### config.mk
export PLATFORM = sky130hd
export DESIGN_NAME = uart_status_irq_modem_ctrl
export DESIGN_NICKNAME = d
export VERILOG_FILES = /design/src/rtl/uart_ctl_pkg.sv /design/src/rtl/sync_two_flop.sv /design/src/rtl/uart_status_irq_modem_ctrl.sv
export SDC_FILE = /design/constraint.sdc
export NUM_CORES = 1
export LEC_CHECK = 0
export BUFFER_PORTS_ARGS = -buffer_cell sky130_fd_sc_hd__buf_2
export CAP_MARGIN = 5
export CORE_UTILIZATION = 35
export CTS_CLUSTER_DIAMETER = 120
export DETAILED_ROUTE_END_ITERATION = 8
export SLEW_MARGIN = 10
export SYNTH_ARGS = -nofsm -noshare
export SYNTH_HDL_FRONTEND = slang
export SYNTH_SLANG_ARGS = --single-unit
### constraint.sdc
create_clock -name mclk -period 2.75 [get_ports mclk]
set_input_delay 0.1375 -clock mclk [delete_from_list [all_inputs] [get_ports mclk]]
set_output_delay 0.1375 -clock mclk [all_outputs]
set_load 0.05 [all_outputs]
### src/rtl/uart_ctl_pkg.sv
package uart_ctl_pkg;
    // Register byte addresses within the slave window.
    localparam logic [7:0] OFS_INT_ENABLE = 8'h04;
    localparam logic [7:0] OFS_INT_ID     = 8'h08;
    localparam logic [7:0] OFS_HS_CONTROL = 8'h10;
    localparam logic [7:0] OFS_LINE_STAT  = 8'h14;
    localparam logic [7:0] OFS_HS_STATUS  = 8'h18;
    localparam logic [7:0] OFS_SCRATCH    = 8'h1C;
    localparam int ADDR_W = 8;

    // Enable register bit positions.
    localparam int IE_RXDATA = 0;
    localparam int IE_HOLD   = 1;
    localparam int IE_LINE   = 2;
    localparam int IE_MODEM  = 3;
    localparam int IE_W      = 4;

    // Handshake control bit positions.
    localparam int HC_TERM_READY = 0;
    localparam int HC_REQ_SEND   = 1;
    localparam int HC_USER1      = 2;
    localparam int HC_USER2      = 3;
    localparam int HC_LOOP       = 4;
    localparam int HC_W          = 5;

    // Modem nibble order: clear-to-send, set-ready, ring, carrier.
    localparam int MD_CTS = 0;
    localparam int MD_DSR = 1;
    localparam int MD_RI  = 2;
    localparam int MD_DCD = 3;

    // Source codes in identification bits 2:1, bit 0 set when idle.
    localparam logic [1:0] ID_LINE  = 2'b11;
    localparam logic [1:0] ID_RXDAT = 2'b10;
    localparam logic [1:0] ID_HOLD  = 2'b01;
    localparam logic [1:0] ID_MODEM = 2'b00;
    localparam logic [2:0] ID_NONE  = 3'b001;

    // Reset values.
    localparam logic [7:0] RST_BYTE = 8'h00;
    localparam logic       RST_HOLD_EMPTY = 1'b1;

    // Sample timing: ticks per bit and mark time needed after a break.
    localparam int TICK_SHIFT = 4;
    localparam int MARK_TICKS = 8;
    localparam int SPACE_W    = 9;
    localparam int MARK_W     = 4;

    // Bus encodings.
    localparam logic       HRESP_OKAY = 1'b0;
    localparam int         HTRANS_ACT = 1;
endpackage

### src/rtl/sync_two_flop.sv
`timescale 1ns/1ps
`default_nettype none
module sync_two_flop #(
    parameter int         W       = 1,
    parameter logic [W-1:0] RST_VAL = '1
) (
    // Clock and control.
    input  wire logic         mclk,
    input  wire logic         sys_rst,
    input  wire logic         ce,
    // Asynchronous level in, synchronised level out.
    input  wire logic [W-1:0] d,
    output logic      [W-1:0] q
);
    logic [W-1:0] meta_r;

    // The first stage is read only by the second stage.
    always_ff @(posedge mclk) begin
        if (sys_rst) begin
            meta_r <= RST_VAL;
            q      <= RST_VAL;
        end else if (ce) begin
            meta_r <= d;
            q      <= meta_r;
        end
    end
endmodule
`default_nettype wire

### src/rtl/uart_status_irq_modem_ctrl.sv
`timescale 1ns/1ps
`default_nettype none
module uart_status_irq_modem_ctrl (
    // Clock, reset and clock enable.
    input  wire logic                         mclk,
    input  wire logic                         sys_rst,
    input  wire logic                         ce,
    // Register bus slave.
    input  wire logic                         hsel,
    input  wire logic [uart_ctl_pkg::ADDR_W-1:0] haddr,
    input  wire logic [1:0]                   htrans,
    input  wire logic                         hwrite,
    input  wire logic [2:0]                   hsize,
    input  wire logic [31:0]                  hwdata,
    input  wire logic                         hready,
    output logic                              hreadyout,
    output logic [31:0]                       hrdata,
    output logic                              hresp,
    // Receive shift logic.
    input  wire logic                         rxCharDone,
    input  wire logic                         rxParityBad,
    input  wire logic                         rxStopBad,
    input  wire logic                         rxBufRead,
    input  wire logic                         sampleTick,
    input  wire logic [3:0]                   frameBits,
    output logic                              rxLine,
    output logic                              rxEnable,
    output logic                              rxResync,
    // Transmit shift logic.
    input  wire logic                         holdWrite,
    input  wire logic                         holdToShift,
    input  wire logic                         shiftBusy,
    input  wire logic                         txShiftOut,
    // Serial pins.
    input  wire logic                         serialInput,
    output logic                              serialOutput,
    // Modem pins, all active low.
    input  wire logic                         ctsN,
    input  wire logic                         dsrN,
    input  wire logic                         riN,
    input  wire logic                         dcdN,
    output logic                              dtrN,
    output logic                              rtsN,
    output logic                              out1N,
    output logic                              out2N,
    // Interrupt to the CPU.
    output logic                              interruptRequestOut
);
    import uart_ctl_pkg::*;

    typedef struct packed {
        logic [IE_W-1:0]   intEnable;
        logic [HC_W-1:0]   hsControl;
        logic [7:0]        scratch;
        logic              receiveReadyFlag;
        logic              overrunFlag;
        logic              parityFaultFlag;
        logic              framingErrorFlag;
        logic              breakDetectFlag;
        logic              holdingEmptyFlag;
        logic              holdIrq;
        logic [3:0]        modemChange;
        logic [3:0]        modemPrev;
        logic [SPACE_W-1:0] spaceCnt;
        logic              breakHold;
        logic [MARK_W-1:0] markCnt;
        logic              resync;
        logic              wrPend;
        logic [ADDR_W-1:0] wrAddr;
        logic [31:0]       rdata;
    } state_s;

    state_s st_r;
    state_s st_nxt;

    logic [3:0]         pinSync;
    logic               serialSync;
    logic [3:0]         modemNow;
    logic               loop;
    logic               transmitterIdle;
    logic [7:0]         lineStatus;
    logic [7:0]         hsStatus;
    logic [2:0]         idNow;
    logic               sel;
    logic               lsRead;
    logic               msRead;
    logic               idRead;
    logic [SPACE_W-1:0] frameTicks;

    // Priority encoder of pending enabled sources into the id byte.
    function automatic logic [2:0] id_f(input logic ls, input logic rd,
                                        input logic th, input logic ms);
        logic [2:0] r;
        r = ID_NONE;
        if (ls) begin
            r = {ID_LINE, 1'b0};
        end else if (rd) begin
            r = {ID_RXDAT, 1'b0};
        end else if (th) begin
            r = {ID_HOLD, 1'b0};
        end else if (ms) begin
            r = {ID_MODEM, 1'b0};
        end
        return r;
    endfunction

    // Pins from outside the clock domain pass two flops first.
    sync_two_flop #(.W(4), .RST_VAL(4'hF)) u_modem_sync (
        .mclk    (mclk),
        .sys_rst (sys_rst),
        .ce      (ce),
        .d       ({dcdN, riN, dsrN, ctsN}),
        .q       (pinSync)
    );
    sync_two_flop #(.W(1), .RST_VAL(1'b1)) u_serial_sync (
        .mclk    (mclk),
        .sys_rst (sys_rst),
        .ce      (ce),
        .d       (serialInput),
        .q       (serialSync)
    );

    // Loopback steering of line, pins and modem inputs.
    assign loop         = st_r.hsControl[HC_LOOP];
    assign rxLine       = loop ? txShiftOut : serialSync;
    assign serialOutput = loop | txShiftOut;
    assign dtrN  = loop | ~st_r.hsControl[HC_TERM_READY];
    assign rtsN  = loop | ~st_r.hsControl[HC_REQ_SEND];
    assign out1N = loop | ~st_r.hsControl[HC_USER1];
    assign out2N = loop | ~st_r.hsControl[HC_USER2];
    assign modemNow = loop ? {st_r.hsControl[HC_USER2],
                              st_r.hsControl[HC_USER1],
                              st_r.hsControl[HC_TERM_READY],
                              st_r.hsControl[HC_REQ_SEND]}
                           : ~pinSync;

    // Status views; line status bit 7 and unused bits are tied to zero.
    assign transmitterIdle = st_r.holdingEmptyFlag & ~shiftBusy;
    assign lineStatus = {1'b0, transmitterIdle, st_r.holdingEmptyFlag,
                         st_r.breakDetectFlag, st_r.framingErrorFlag,
                         st_r.parityFaultFlag, st_r.overrunFlag,
                         st_r.receiveReadyFlag};
    assign hsStatus   = {modemNow, st_r.modemChange};

    // Disabled sources never reach the id byte or the pin.
    assign idNow = id_f(st_r.intEnable[IE_LINE] &
                        (st_r.overrunFlag | st_r.parityFaultFlag |
                         st_r.framingErrorFlag | st_r.breakDetectFlag),
                        st_r.intEnable[IE_RXDATA] & st_r.receiveReadyFlag,
                        st_r.intEnable[IE_HOLD] & st_r.holdIrq,
                        st_r.intEnable[IE_MODEM] & (|st_r.modemChange));
    assign interruptRequestOut = st_r.hsControl[HC_USER2] & ~idNow[0];

    // Bus address phase; stalling while frozen keeps side effects exact.
    assign hreadyout = ce;
    assign hresp     = HRESP_OKAY;
    assign hrdata    = st_r.rdata;
    assign rxEnable  = ~st_r.breakHold;
    assign rxResync  = st_r.resync;
    assign sel    = hsel & hready & htrans[HTRANS_ACT];
    assign lsRead = sel & ~hwrite & (haddr == OFS_LINE_STAT);
    assign msRead = sel & ~hwrite & (haddr == OFS_HS_STATUS);
    assign idRead = sel & ~hwrite & (haddr == OFS_INT_ID);
    assign frameTicks = SPACE_W'({frameBits, {TICK_SHIFT{1'b0}}});

    // Next-state logic: sets always win over clears in the same cycle.
    always_comb begin
        st_nxt = st_r;
        st_nxt.resync = 1'b0;
        // Read side effects and snapshot of the read data.
        if (sel & ~hwrite) begin
            unique case (haddr)
                OFS_INT_ENABLE: st_nxt.rdata = {28'h0000000, st_r.intEnable};
                OFS_INT_ID:     st_nxt.rdata = {29'h00000000, idNow};
                OFS_HS_CONTROL: st_nxt.rdata = {27'h0000000, st_r.hsControl};
                OFS_LINE_STAT:  st_nxt.rdata = {24'h000000, lineStatus};
                OFS_HS_STATUS:  st_nxt.rdata = {24'h000000, hsStatus};
                OFS_SCRATCH:    st_nxt.rdata = {24'h000000, st_r.scratch};
                default:        st_nxt.rdata = 32'h00000000;
            endcase
        end
        if (lsRead) begin
            st_nxt.overrunFlag      = 1'b0;
            st_nxt.parityFaultFlag  = 1'b0;
            st_nxt.framingErrorFlag = 1'b0;
            st_nxt.breakDetectFlag  = 1'b0;
        end
        if (msRead) begin
            st_nxt.modemChange = 4'h0;
        end
        if (idRead && idNow == {ID_HOLD, 1'b0}) begin
            st_nxt.holdIrq = 1'b0;
        end
        // Write data phase uses the address latched a cycle earlier.
        st_nxt.wrPend = sel & hwrite;
        st_nxt.wrAddr = haddr;
        if (st_r.wrPend) begin
            unique case (st_r.wrAddr)
                OFS_INT_ENABLE: st_nxt.intEnable = hwdata[IE_W-1:0];
                OFS_HS_CONTROL: st_nxt.hsControl = hwdata[HC_W-1:0];
                OFS_SCRATCH:    st_nxt.scratch = hwdata[7:0];
                default:        st_nxt.scratch = st_nxt.scratch;
            endcase
        end
        // Receive buffer events.
        if (rxBufRead) begin
            st_nxt.receiveReadyFlag = 1'b0;
        end
        if (rxCharDone) begin
            st_nxt.receiveReadyFlag = 1'b1;
            if (st_r.receiveReadyFlag & ~rxBufRead) begin
                st_nxt.overrunFlag = 1'b1;
            end
            if (rxParityBad) begin
                st_nxt.parityFaultFlag = 1'b1;
            end
        end
        if (rxStopBad) begin
            st_nxt.framingErrorFlag = 1'b1;
            st_nxt.resync = ~rxLine;
        end
        // Transmit holding register tracking.
        if (holdWrite) begin
            st_nxt.holdingEmptyFlag = 1'b0;
            st_nxt.holdIrq = 1'b0;
        end
        if (holdToShift) begin
            st_nxt.holdingEmptyFlag = 1'b1;
            st_nxt.holdIrq = 1'b1;
        end
        // Break timing: count spacing ticks, then wait for enough mark.
        if (rxLine) begin
            st_nxt.spaceCnt = '0;
        end else if (sampleTick && st_r.spaceCnt <= frameTicks) begin
            st_nxt.spaceCnt = st_r.spaceCnt + SPACE_W'(1);
            if (st_r.spaceCnt == frameTicks) begin
                st_nxt.breakDetectFlag = 1'b1;
                st_nxt.breakHold = 1'b1;
            end
        end
        if (!rxLine) begin
            st_nxt.markCnt = '0;
        end else if (sampleTick && st_r.breakHold) begin
            st_nxt.markCnt = st_r.markCnt + MARK_W'(1);
            if (st_r.markCnt == MARK_W'(MARK_TICKS - 1)) begin
                st_nxt.breakHold = 1'b0;
            end
        end
        // Modem change detection on the effective inputs.
        st_nxt.modemPrev = modemNow;
        st_nxt.modemChange[MD_CTS] = st_nxt.modemChange[MD_CTS] |
            (modemNow[MD_CTS] ^ st_r.modemPrev[MD_CTS]);
        st_nxt.modemChange[MD_DSR] = st_nxt.modemChange[MD_DSR] |
            (modemNow[MD_DSR] ^ st_r.modemPrev[MD_DSR]);
        st_nxt.modemChange[MD_DCD] = st_nxt.modemChange[MD_DCD] |
            (modemNow[MD_DCD] ^ st_r.modemPrev[MD_DCD]);
        st_nxt.modemChange[MD_RI] = st_nxt.modemChange[MD_RI] |
            (st_r.modemPrev[MD_RI] & ~modemNow[MD_RI]);
    end

    // State register; a low enable freezes everything.
    always_ff @(posedge mclk) begin
        if (sys_rst) begin
            st_r <= '0;
            st_r.holdingEmptyFlag <= RST_HOLD_EMPTY;
            st_r.scratch <= RST_BYTE;
        end else if (ce) begin
            st_r <= st_nxt;
        end
    end
endmodule
`default_nettype wire

==> impl_metrics.env, run 1 <==
export IMPL_preCtsSetupSlack_ns=0.943
export IMPL_io_buffers=58
export IMPL_finClkSkew_ns=0.0139
export IMPL_cts_buffer_depth=2
export IMPL_r2r_cells=6
export IMPL_synthArstFlopShare=0
export IMPL_maxSlewViolCount=0
export IMPL_start_util=0.366
export IMPL_cts_tree="done"
export IMPL_synth_simple_gate_area_frac=0.223
export IMPL_dieWidth_um=107
export IMPL_fill_cells=1060
export IMPL_crit_chain="o41ai_1, nand2_1, a221oi_2, and2b_1, buf_2"
export IMPL_dp_cells=610
export IMPL_die_h_um=107
export IMPL_vdd_ir_drop_max_mv=0.275
export IMPL_p_leak_nw=1.89
export IMPL_worstMarginPinSlew_ns=0.655
export IMPL_synth_top_family_by_area="simple AND/OR/NAND/NOR gates"
export IMPL_post_dp_cell_area_um2=4070
export IMPL_critPathTopFamily="compound AO/OA/AOI/OAI gates"
export IMPL_finalSetupViolCount=0
export IMPL_cp_depth=5
export IMPL_synth_distinct_cells=64
export IMPL_antenna_found_initial=0
export IMPL_finalInstanceArea_um2=4320
export IMPL_drt_iter0_drc=192
export IMPL_synth_adder_area_share=0.0227
export IMPL_synth_compound_area_share=0.123
export IMPL_synthMuxAreaShare=0.132
export IMPL_regArea_um2=1480
export IMPL_timing_final_ws_setup_ns=0.548
export IMPL_globalplace_congestion=0.823
export IMPL_max_slew_margin_rel=0.563
export IMPL_dp_hpwl_mm=6.30
export IMPL_fin_crit_ns=2.20
export IMPL_synth_ff_type="dfxtp_1"
export IMPL_area_growth_pct=12.3
export IMPL_track_usage=0.157
export IMPL_rows=37
export IMPL_synth_seq_cells=74
export IMPL_fmaxAchievable_mhz=454
export IMPL_drive_above_1_share=0.194
export IMPL_avgSynthCellArea_um2=8.67
export IMPL_crit_type="flip-flop to output pin"
export IMPL_yosys_area_top_type="dfxtp_1"
export IMPL_clkTransAtPathRegs_ns=0.08
export IMPL_rsz0062_at_grt="no"
export IMPL_crit_path_top_delay_cell="o41ai_1"
export IMPL_grt_pass1_vias=2758
export IMPL_dr_pass1_iters=4
export IMPL_synth_edf_count=0
export IMPL_syn_inst=444
export IMPL_grt_remaining_overflow=0
export IMPL_crit_path_start_kind="flip-flop"
export IMPL_syn_area_um2=3850
export IMPL_required_ns=2.61
export IMPL_pin_count=112
export IMPL_cts_buffers=9
export IMPL_hold_path_class="input port to flip-flop"
export IMPL_cp_buffers_inverters=1
export IMPL_outcome="finished, final reports clean"
export IMPL_core_area_um2=10500
export IMPL_cts_setup_buffers=0
export IMPL_synth_top_cell_area_share=0.385
export IMPL_n_antenna_cell=0
export IMPL_yosys_warnings=0
export IMPL_p_per_area_nw_per_um2=529
export IMPL_root_buffer="clkbuf_8"
export IMPL_die_area_um2=11400
export IMPL_grt_pass1_wl_mm=13.9
export IMPL_synth_xor_area_share=0.00682
export IMPL_cp_arrival_ns=2.06
export IMPL_final_nets=566
export IMPL_ys_seq_area_frac=0.385
export IMPL_hold_depth=3
export IMPL_fin_cells=630
export IMPL_cp_max_fo=3
export IMPL_post_route_period_util=0.801
export IMPL_yosys_top_cells_area="dfxtp_1, mux2i_1, buf_4, nor2_1, nand2_1"
export IMPL_max_cap_viol_count=0
export IMPL_finalSetupTns_ns=0
export IMPL_drc=0
export IMPL_clkLatencyLatePin_ns=0.35
export IMPL_hold_viol=0
export IMPL_timing_hold_ws_ns=0.0243
export IMPL_wl_mm=8.74
export IMPL_multi_input_area_um2=2050
export IMPL_avgRoutedWirePerCell_um=13.9
export IMPL_clkSinkCount=74
export IMPL_postRouteAntennaNets=0
export IMPL_viasPerCell=5.00
export IMPL_cp_slowest_stage_delay_ns=0.50
export IMPL_cts_max_level=3
export IMPL_grt_start_max_net_pins=61
export IMPL_endpoint_kind="output pin"
export IMPL_vias=3148
[tightest hold or removal path, delay by kind of cell]
family        cells  cell delay [ns]
mux               1             0.06
simple gates      1             0.07
buf+inv           1             0.07
[report_power, final]
part           switching, mW  internal, mW  leakage [nW]  total (mW)
Clock                  0.408         0.501         0.105       0.910
Combinational          0.187        0.0778          1.19       0.265
Sequential            0.0176          1.10         0.601        1.11
[metal layers]
metal | part of all wire | GRT usage | vias up
met5 | 0 | 0 | -
li1 | - | - | 1579
met1 | 0.50 | 0.212 | 1458
met3 | 0.050 | 0.0365 | 17
met2 | 0.43 | 0.241 | 94
met4 | 0.019 | 0.0616 | 0
[worst paths after layout]
check,from,to,slack (ns)
setup / recovery,lineStatus[4],interruptRequestOut,0.55
hold reg to reg,hrdata[7],hrdata[7],0.45
setup reg to reg,st_r[53],st_r[50],0.89
hold / removal,hwdata[5],st_r[76],0.02
[final cells by class]
type,instances,share of cell area
clock buffer,9,0.0287
clock inverter,6,0.0191
inverter,14,0.0122
multi-input combinational,325,0.474
sequential,74,0.343
tap,136,0.0394
timing repair buffer,66,0.0839
[per-stage QoR]
stage / util / total power, mW
CTS: 0.411 / 2.31
floorplan: - / 1.36
finish: 0.411 / 2.29
global placement: 0.387 / 1.39
detailed placement: 0.387 / 1.40
global route: 0.411 / 2.37
[cells in the mapped netlist, drive strengths merged (8+ instances only)]
| cell type | instances |
|---|---|
| nand3 | 21 |
| buf | 45 |
| dfxtp | 74 |
| mux2i | 45 |
| o21ai | 14 |
| clkbuf | 10 |
| a21oi | 18 |
| a22oi | 11 |
| inv | 14 |
| nand2 | 47 |
| nand2b | 8 |
| nor2 | 61 |
[layout by cell type, fill, tap and decap left out, types with 5 or more instances in the layout]
| cell | n |
|---|---|
| mux2i_1 | 44 |
| nor2_1 | 60 |
| clkbuf_8 | 9 |
| buf_2 | 58 |
| nand2_1 | 46 |
| and3_1 | 5 |
| nand3_1 | 20 |
| o21ai_0 | 13 |
| ha_1 | 7 |
| dlygate4sd3_1 | 5 |
| inv_1 | 13 |
| nand2b_1 | 8 |
| a21oi_1 | 17 |
| dfxtp_1 | 74 |
| conb_1 | 25 |
| a22oi_1 | 11 |
[registers in the layout, indices dropped and copies added (netlist names)]
name	flops
lineStatus	6
u_serial_sync.meta_r	1
u_modem_sync.q	4
st_r	44
rxResync	1
hrdata	8
u_serial_sync.q	1
hsStatus	4
u_modem_sync.meta_r	4
loop	1
[cells by family (layout without fill, tap and decap cells)]
family | count (synthesis) | in the layout
other | 1 | 25
AOI/OAI and AO/OA | 68 | 68
buffers and inverters | 69 | 95
xor gates and xnor gates | 3 | 3
DFF | 74 | 74
adders and majority gates | 7 | 7
muxes | 48 | 48
and+or+nand+nor | 174 | 174
[repair_timing]
action | in CTS | in global routing
endpoints found under the hold margin | 5 | 0
resized for setup | 0 | 0
hold buffers | 5 | 0
Note: power is estimated with default switching activity, not from simulation.
==> inputs of run 2 (changes only) <==
- clock period: 2.75 -> 1.96 ns (I/O delays scaled with it)
==> run 2 against run 1 <==
Effect of this change: critical path depth is 1 lower; first-iteration DRC count down 9.4%; count of clock-buffer cells in the layout increased by 2; sequential share of layout area is 1.2 points lower; critical endpoint unchanged; largest cell class unchanged.
==> impl_metrics.env, run 2 (synthesis gave the netlist of run 1 again) <==
export IMPL_fill_cells=1056
export IMPL_regArea_um2=1480
export IMPL_top_register="st_r"
export IMPL_grt_remaining_overflow=0
export IMPL_grt_pass1_wl_mm=14.6
export IMPL_grt_start_max_net_pins=48
export IMPL_viasPerCell=5.02
export IMPL_pin_count=112
export IMPL_dp_hpwl_mm=6.59
export IMPL_n_antenna_cell=0
export IMPL_multi_input_area_um2=2090
export IMPL_dp_cells=611
export IMPL_rows=37
export IMPL_worstHoldStart="hwdata[4]"
export IMPL_fin_crit_ns=1.94
export IMPL_hold_viol=0
export IMPL_cts_tree="done"
export IMPL_dieWidth_um=107
export IMPL_hold_path_class="input port to flip-flop"
export IMPL_outcome="finished, final reports clean"
export IMPL_clkTransAtPathRegs_ns=0.08
export IMPL_worstMarginPinSlew_ns=0.647
export IMPL_dr_pass1_iters=4
export IMPL_crit_path_top_delay_cell="or4_4"
export IMPL_cp_max_fo=2
export IMPL_hold_depth=3
export IMPL_wl_mm=9.10
export IMPL_fmaxAchievable_mhz=514
export IMPL_clkSinkCount=74
export IMPL_post_dp_cell_area_um2=4070
export IMPL_vdd_ir_drop_max_mv=0.293
export IMPL_avgRoutedWirePerCell_um=14.2
export IMPL_vias=3216
export IMPL_required_ns=1.86
export IMPL_crit_path_start_kind="flip-flop"
export IMPL_cp_slowest_stage_delay_ns=0.55
export IMPL_track_usage=0.166
export IMPL_critPathTopFamily="simple AND/OR/NAND/NOR gates"
export IMPL_globalplace_congestion=0.848
export IMPL_max_slew_margin_rel=0.564
export IMPL_cp_arrival_ns=1.85
export IMPL_antenna_found_initial=0
export IMPL_drc=0
export IMPL_drive_above_1_share=0.214
export IMPL_p_per_area_nw_per_um2=748
export IMPL_finalInstanceArea_um2=4490
export IMPL_cts_buffers=9
export IMPL_cts_max_level=3
export IMPL_p_leak_nw=1.96
export IMPL_reg2reg_slack_ns=0.14
export IMPL_rsz0062_at_grt="yes"
export IMPL_final_common_cell="dfxtp_1"
export IMPL_r2r_start="st_r[53]"
export IMPL_post_route_period_util=0.992
export IMPL_crit_type="flip-flop to output pin"
export IMPL_endpoint_kind="output pin"
export IMPL_root_buffer="clkbuf_8"
export IMPL_final_util=0.427
export IMPL_max_cap_viol_count=0
export IMPL_final_nets=576
export IMPL_die_area_um2=11400
export IMPL_start_util=0.366
export IMPL_finalSetupViolCount=0
export IMPL_holdPathEnd="st_r[75]"
export IMPL_worstSetupStartpoint="hsStatus[1]"
export IMPL_most_common_layout_cells="dfxtp_1, nor2_1, buf_2"
export IMPL_core_area_um2=10500
export IMPL_io_buffers=58
export IMPL_r2r_cells=6
export IMPL_crit_chain="or4_4, a221oi_4, and2b_1, buf_6"
export IMPL_cp_buffers_inverters=1
export IMPL_cts_buffer_depth=2
export IMPL_r2r_end="st_r[49]"
export IMPL_maxSlewViolCount=0
export IMPL_die_h_um=107
export IMPL_largest_reg_flops=44
export IMPL_grt_pass1_vias=2903
export IMPL_clkLatencyLatePin_ns=0.35
export IMPL_area_growth_pct=16.7
export IMPL_drt_iter0_drc=174
export IMPL_finClkSkew_ns=0.00940
export IMPL_fin_cells=641
export IMPL_p_total_mw=3.36
export IMPL_postRouteAntennaNets=0
[run 2: worst max path at each step]
stage,end,slack (ns),cells past startpoint
after global routing,interruptRequestOut,-0.06,4
after CTS,interruptRequestOut,-0.001,4
final,interruptRequestOut,0.02,4
after floorplan,st_r[48],0.34,6
after detailed placement,st_r[49],0.16,6
after global placement,st_r[54],0.21,6
[run 2: power breakdown]
group | switching (mW) | internal (mW)
Sequential | 0.0269 | 1.54
Clock | 0.609 | 0.793
Combinational | 0.270 | 0.121
Total | 0.906 | 2.45
[run 2: cell type report]
| type | count | area share |
|---|---|---|
| multi-input cells | 325 | 0.466 |
| clock buffers | 11 | 0.0337 |
| well taps | 136 | 0.0379 |
| clock inverters | 5 | 0.0189 |
| flip-flops and latches | 74 | 0.330 |
| repair buffers | 76 | 0.102 |
| inverters | 14 | 0.0117 |
[run 2: metal layers]
| metal | vias up | wire length (um) | global-route usage |
|---|---|---|---|
| met4 | 0 | 302 | 0.0920 |
| met2 | 99 | 3930 | 0.253 |
| met1 | 1499 | 4380 | 0.216 |
| li1 | 1595 | - | - |
| met5 | - | 0 | 0 |
| met3 | 23 | 477 | 0.0389 |
[run 2: metrics by stage]
| step | setup TNS (ns) | worst slack, ns | hold slack (ns) |
|---|---|---|---|
| global route | -0.0560 | -0.0560 | 0.0186 |
| global placement | 0 | 0.205 | 0.316 |
| finish | 0 | 0.0164 | 0.0205 |
| floorplan | 0 | 0.343 | 0.226 |
| CTS | -0.00115 | -0.00115 | 0.00258 |
| detailed placement | 0 | 0.165 | 0.321 |
[run 2: timing repair]
action,4_1_cts,5_1_grt
endpoints found under the hold margin,10,0
pin swaps,4,0
setup buffers,4,0
endpoints found under the setup margin,1,9
resized for setup,7,3
hold buffers,10,0
[run 2: worst min-delay path, cell delays in order]
cell	delay, ns
buf_2	0.11
mux2i_1	0.06
nor2_1	0.07
==> inputs of run 3 (changes only) <==
- BUFFER_PORTS_ARGS: -buffer_cell sky130_fd_sc_hd__buf_2 -> -buffer_cell sky130_fd_sc_hd__buf_4
- SLEW_MARGIN: 10 -> 20
==> run 3 against run 2 <==
Effect of this change: sequential share of layout area fell by 1.3 points; clock power fell by 14%; die area did not move; global-route usage rose by 0.27 points; cell count rose by 1.1%; register-to-register slack got worse by 0.03 ns; worst hold slack improved by 0.0016 ns; total power fell by 4.6%; wire length rose by 3.0%; combinational power rose by 10%.
==> impl_metrics.env, run 3 (synthesis gave the netlist of run 1 again) <==
export IMPL_outcome="finished, final reports clean"
export IMPL_drt_iter0_drc=129
export IMPL_die_h_um=107
export IMPL_grt_start_max_net_pins=57
export IMPL_vias=3281
export IMPL_rsz0062_at_grt="yes"
export IMPL_most_common_layout_cells="dfxtp_1, buf_4, nor2_1"
export IMPL_cp_max_fo=2
export IMPL_finClkSkew_ns=0.0136
export IMPL_final_common_cell="dfxtp_1"
export IMPL_vdd_ir_drop_max_mv=0.379
export IMPL_top_register="st_r"
export IMPL_required_ns=1.86
export IMPL_core_area_um2=10500
export IMPL_crit_type="flip-flop to output pin"
export IMPL_final_util=0.445
export IMPL_crit_path_top_delay_cell="or4_4"
export IMPL_rows=37
export IMPL_critPathTopFamily="simple AND/OR/NAND/NOR gates"
export IMPL_grt_pass1_vias=2954
export IMPL_final_nets=583
export IMPL_area_growth_pct=21.5
export IMPL_wl_mm=9.37
export IMPL_n_antenna_cell=0
export IMPL_avgRoutedWirePerCell_um=14.5
export IMPL_drc=0
export IMPL_root_buffer="clkbuf_8"
export IMPL_cp_buffers_inverters=1
export IMPL_globalplace_congestion=0.864
export IMPL_drive_above_1_share=0.215
export IMPL_fin_crit_ns=1.95
export IMPL_maxSlewViolCount=0
export IMPL_io_buffers=58
export IMPL_postRouteAntennaNets=0
export IMPL_fmaxAchievable_mhz=513
export IMPL_cp_arrival_ns=1.85
export IMPL_endpoint_kind="output pin"
export IMPL_track_usage=0.169
export IMPL_cts_buffers=9
export IMPL_fin_cells=648
export IMPL_clkLatencyLatePin_ns=0.36
export IMPL_p_per_area_nw_per_um2=685
export IMPL_finalSetupViolCount=0
export IMPL_cts_tree="done"
export IMPL_grt_remaining_overflow=0
export IMPL_finalInstanceArea_um2=4680
export IMPL_cts_buffer_depth=2
export IMPL_worstMarginPinSlew_ns=0.634
export IMPL_dieWidth_um=107
export IMPL_clkTransAtPathRegs_ns=0.08
export IMPL_max_slew_margin_rel=0.577
export IMPL_start_util=0.366
export IMPL_max_cap_viol_count=0
export IMPL_post_dp_cell_area_um2=4220
export IMPL_pin_count=112
export IMPL_dp_hpwl_mm=6.56
export IMPL_largest_reg_flops=44
export IMPL_p_leak_nw=2.02
export IMPL_hold_viol=0
export IMPL_post_route_period_util=0.995
export IMPL_grt_pass1_wl_mm=14.9
export IMPL_dp_cells=611
export IMPL_antenna_found_initial=0
export IMPL_cts_max_level=3
export IMPL_crit_chain="or4_4, a221oi_4, and2b_1, buf_6"
export IMPL_dr_pass1_iters=4
export IMPL_clkSinkCount=74
export IMPL_cp_slowest_stage_delay_ns=0.54
export IMPL_viasPerCell=5.06
export IMPL_hold_path_class="input port to flip-flop"
export IMPL_die_area_um2=11400
export IMPL_crit_path_start_kind="flip-flop"
## run 3: final timing paths
kind	start	endpoint	slack, ns	cells after the start
setup / recovery	hsStatus[3]	interruptRequestOut	0.009	4
hold / removal	rxBufRead	lineStatus[1]	0.02	3
setup reg to reg	st_r[52]	st_r[48]	0.11	6
hold reg to reg	hrdata[4]	hrdata[4]	0.46	2
## run 3: power breakdown
| part | switching, mW | internal, mW |
|---|---|---|
| sequential | 0.0262 | 1.54 |
| combinational | 0.276 | 0.157 |
| clock | 0.615 | 0.594 |
| total | 0.916 | 2.29 |
## run 3: layer usage
metal  vias to the layer above  part of all wire  track usage
met3                        17             0.055       0.0377
met2                        98              0.44        0.255
met5                         -                 0            0
met4                         0             0.027       0.0841
li1                       1619                 -            -
met1                      1547              0.47        0.225
## run 3: repair_timing
action / 4_1_cts / 5_1_grt
hold buffers: 18 / 0
pin swaps: 4 / 3
endpoints found under the hold margin: 27 / 0
gates cloned: 0 / 1
resized for setup: 6 / 7
setup buffers: 2 / 0
setup endpoints to repair: 1 / 14
## run 3: through the flow
stage	setup WS, ns	power (mW)	hold slack [ns]	TNS [ns]
detailed placement	0.158	1.99	0.304	0
CTS	-0.0294	3.23	0.00447	-0.0294
floorplan	0.343	1.91	0.226	0
global route	-0.0539	3.35	0.0140	-0.0539
finish	0.00932	3.20	0.0221	0
global placement	0.188	1.98	0.303	0
## run 3: cell type report
cell class	instances	area, um2
Fill cell	1019	5830
Multi-Input combinational cell	326	2110
Sequential cell	74	1490
Timing Repair Buffer	82	664
Tap cell	136	170
Clock buffer	10	128
Clock inverter	6	66.3
Inverter	14	52.6
## run 3: worst register-to-register path, delay by kind of cell (launching register included)
family | cells | cell delay (ns)
AOI/OAI and AO/OA | 2 | 0.49
adders and majority gates | 1 | 0.32
DFF | 1 | 0.38
and+or+nand+nor | 3 | 0.53
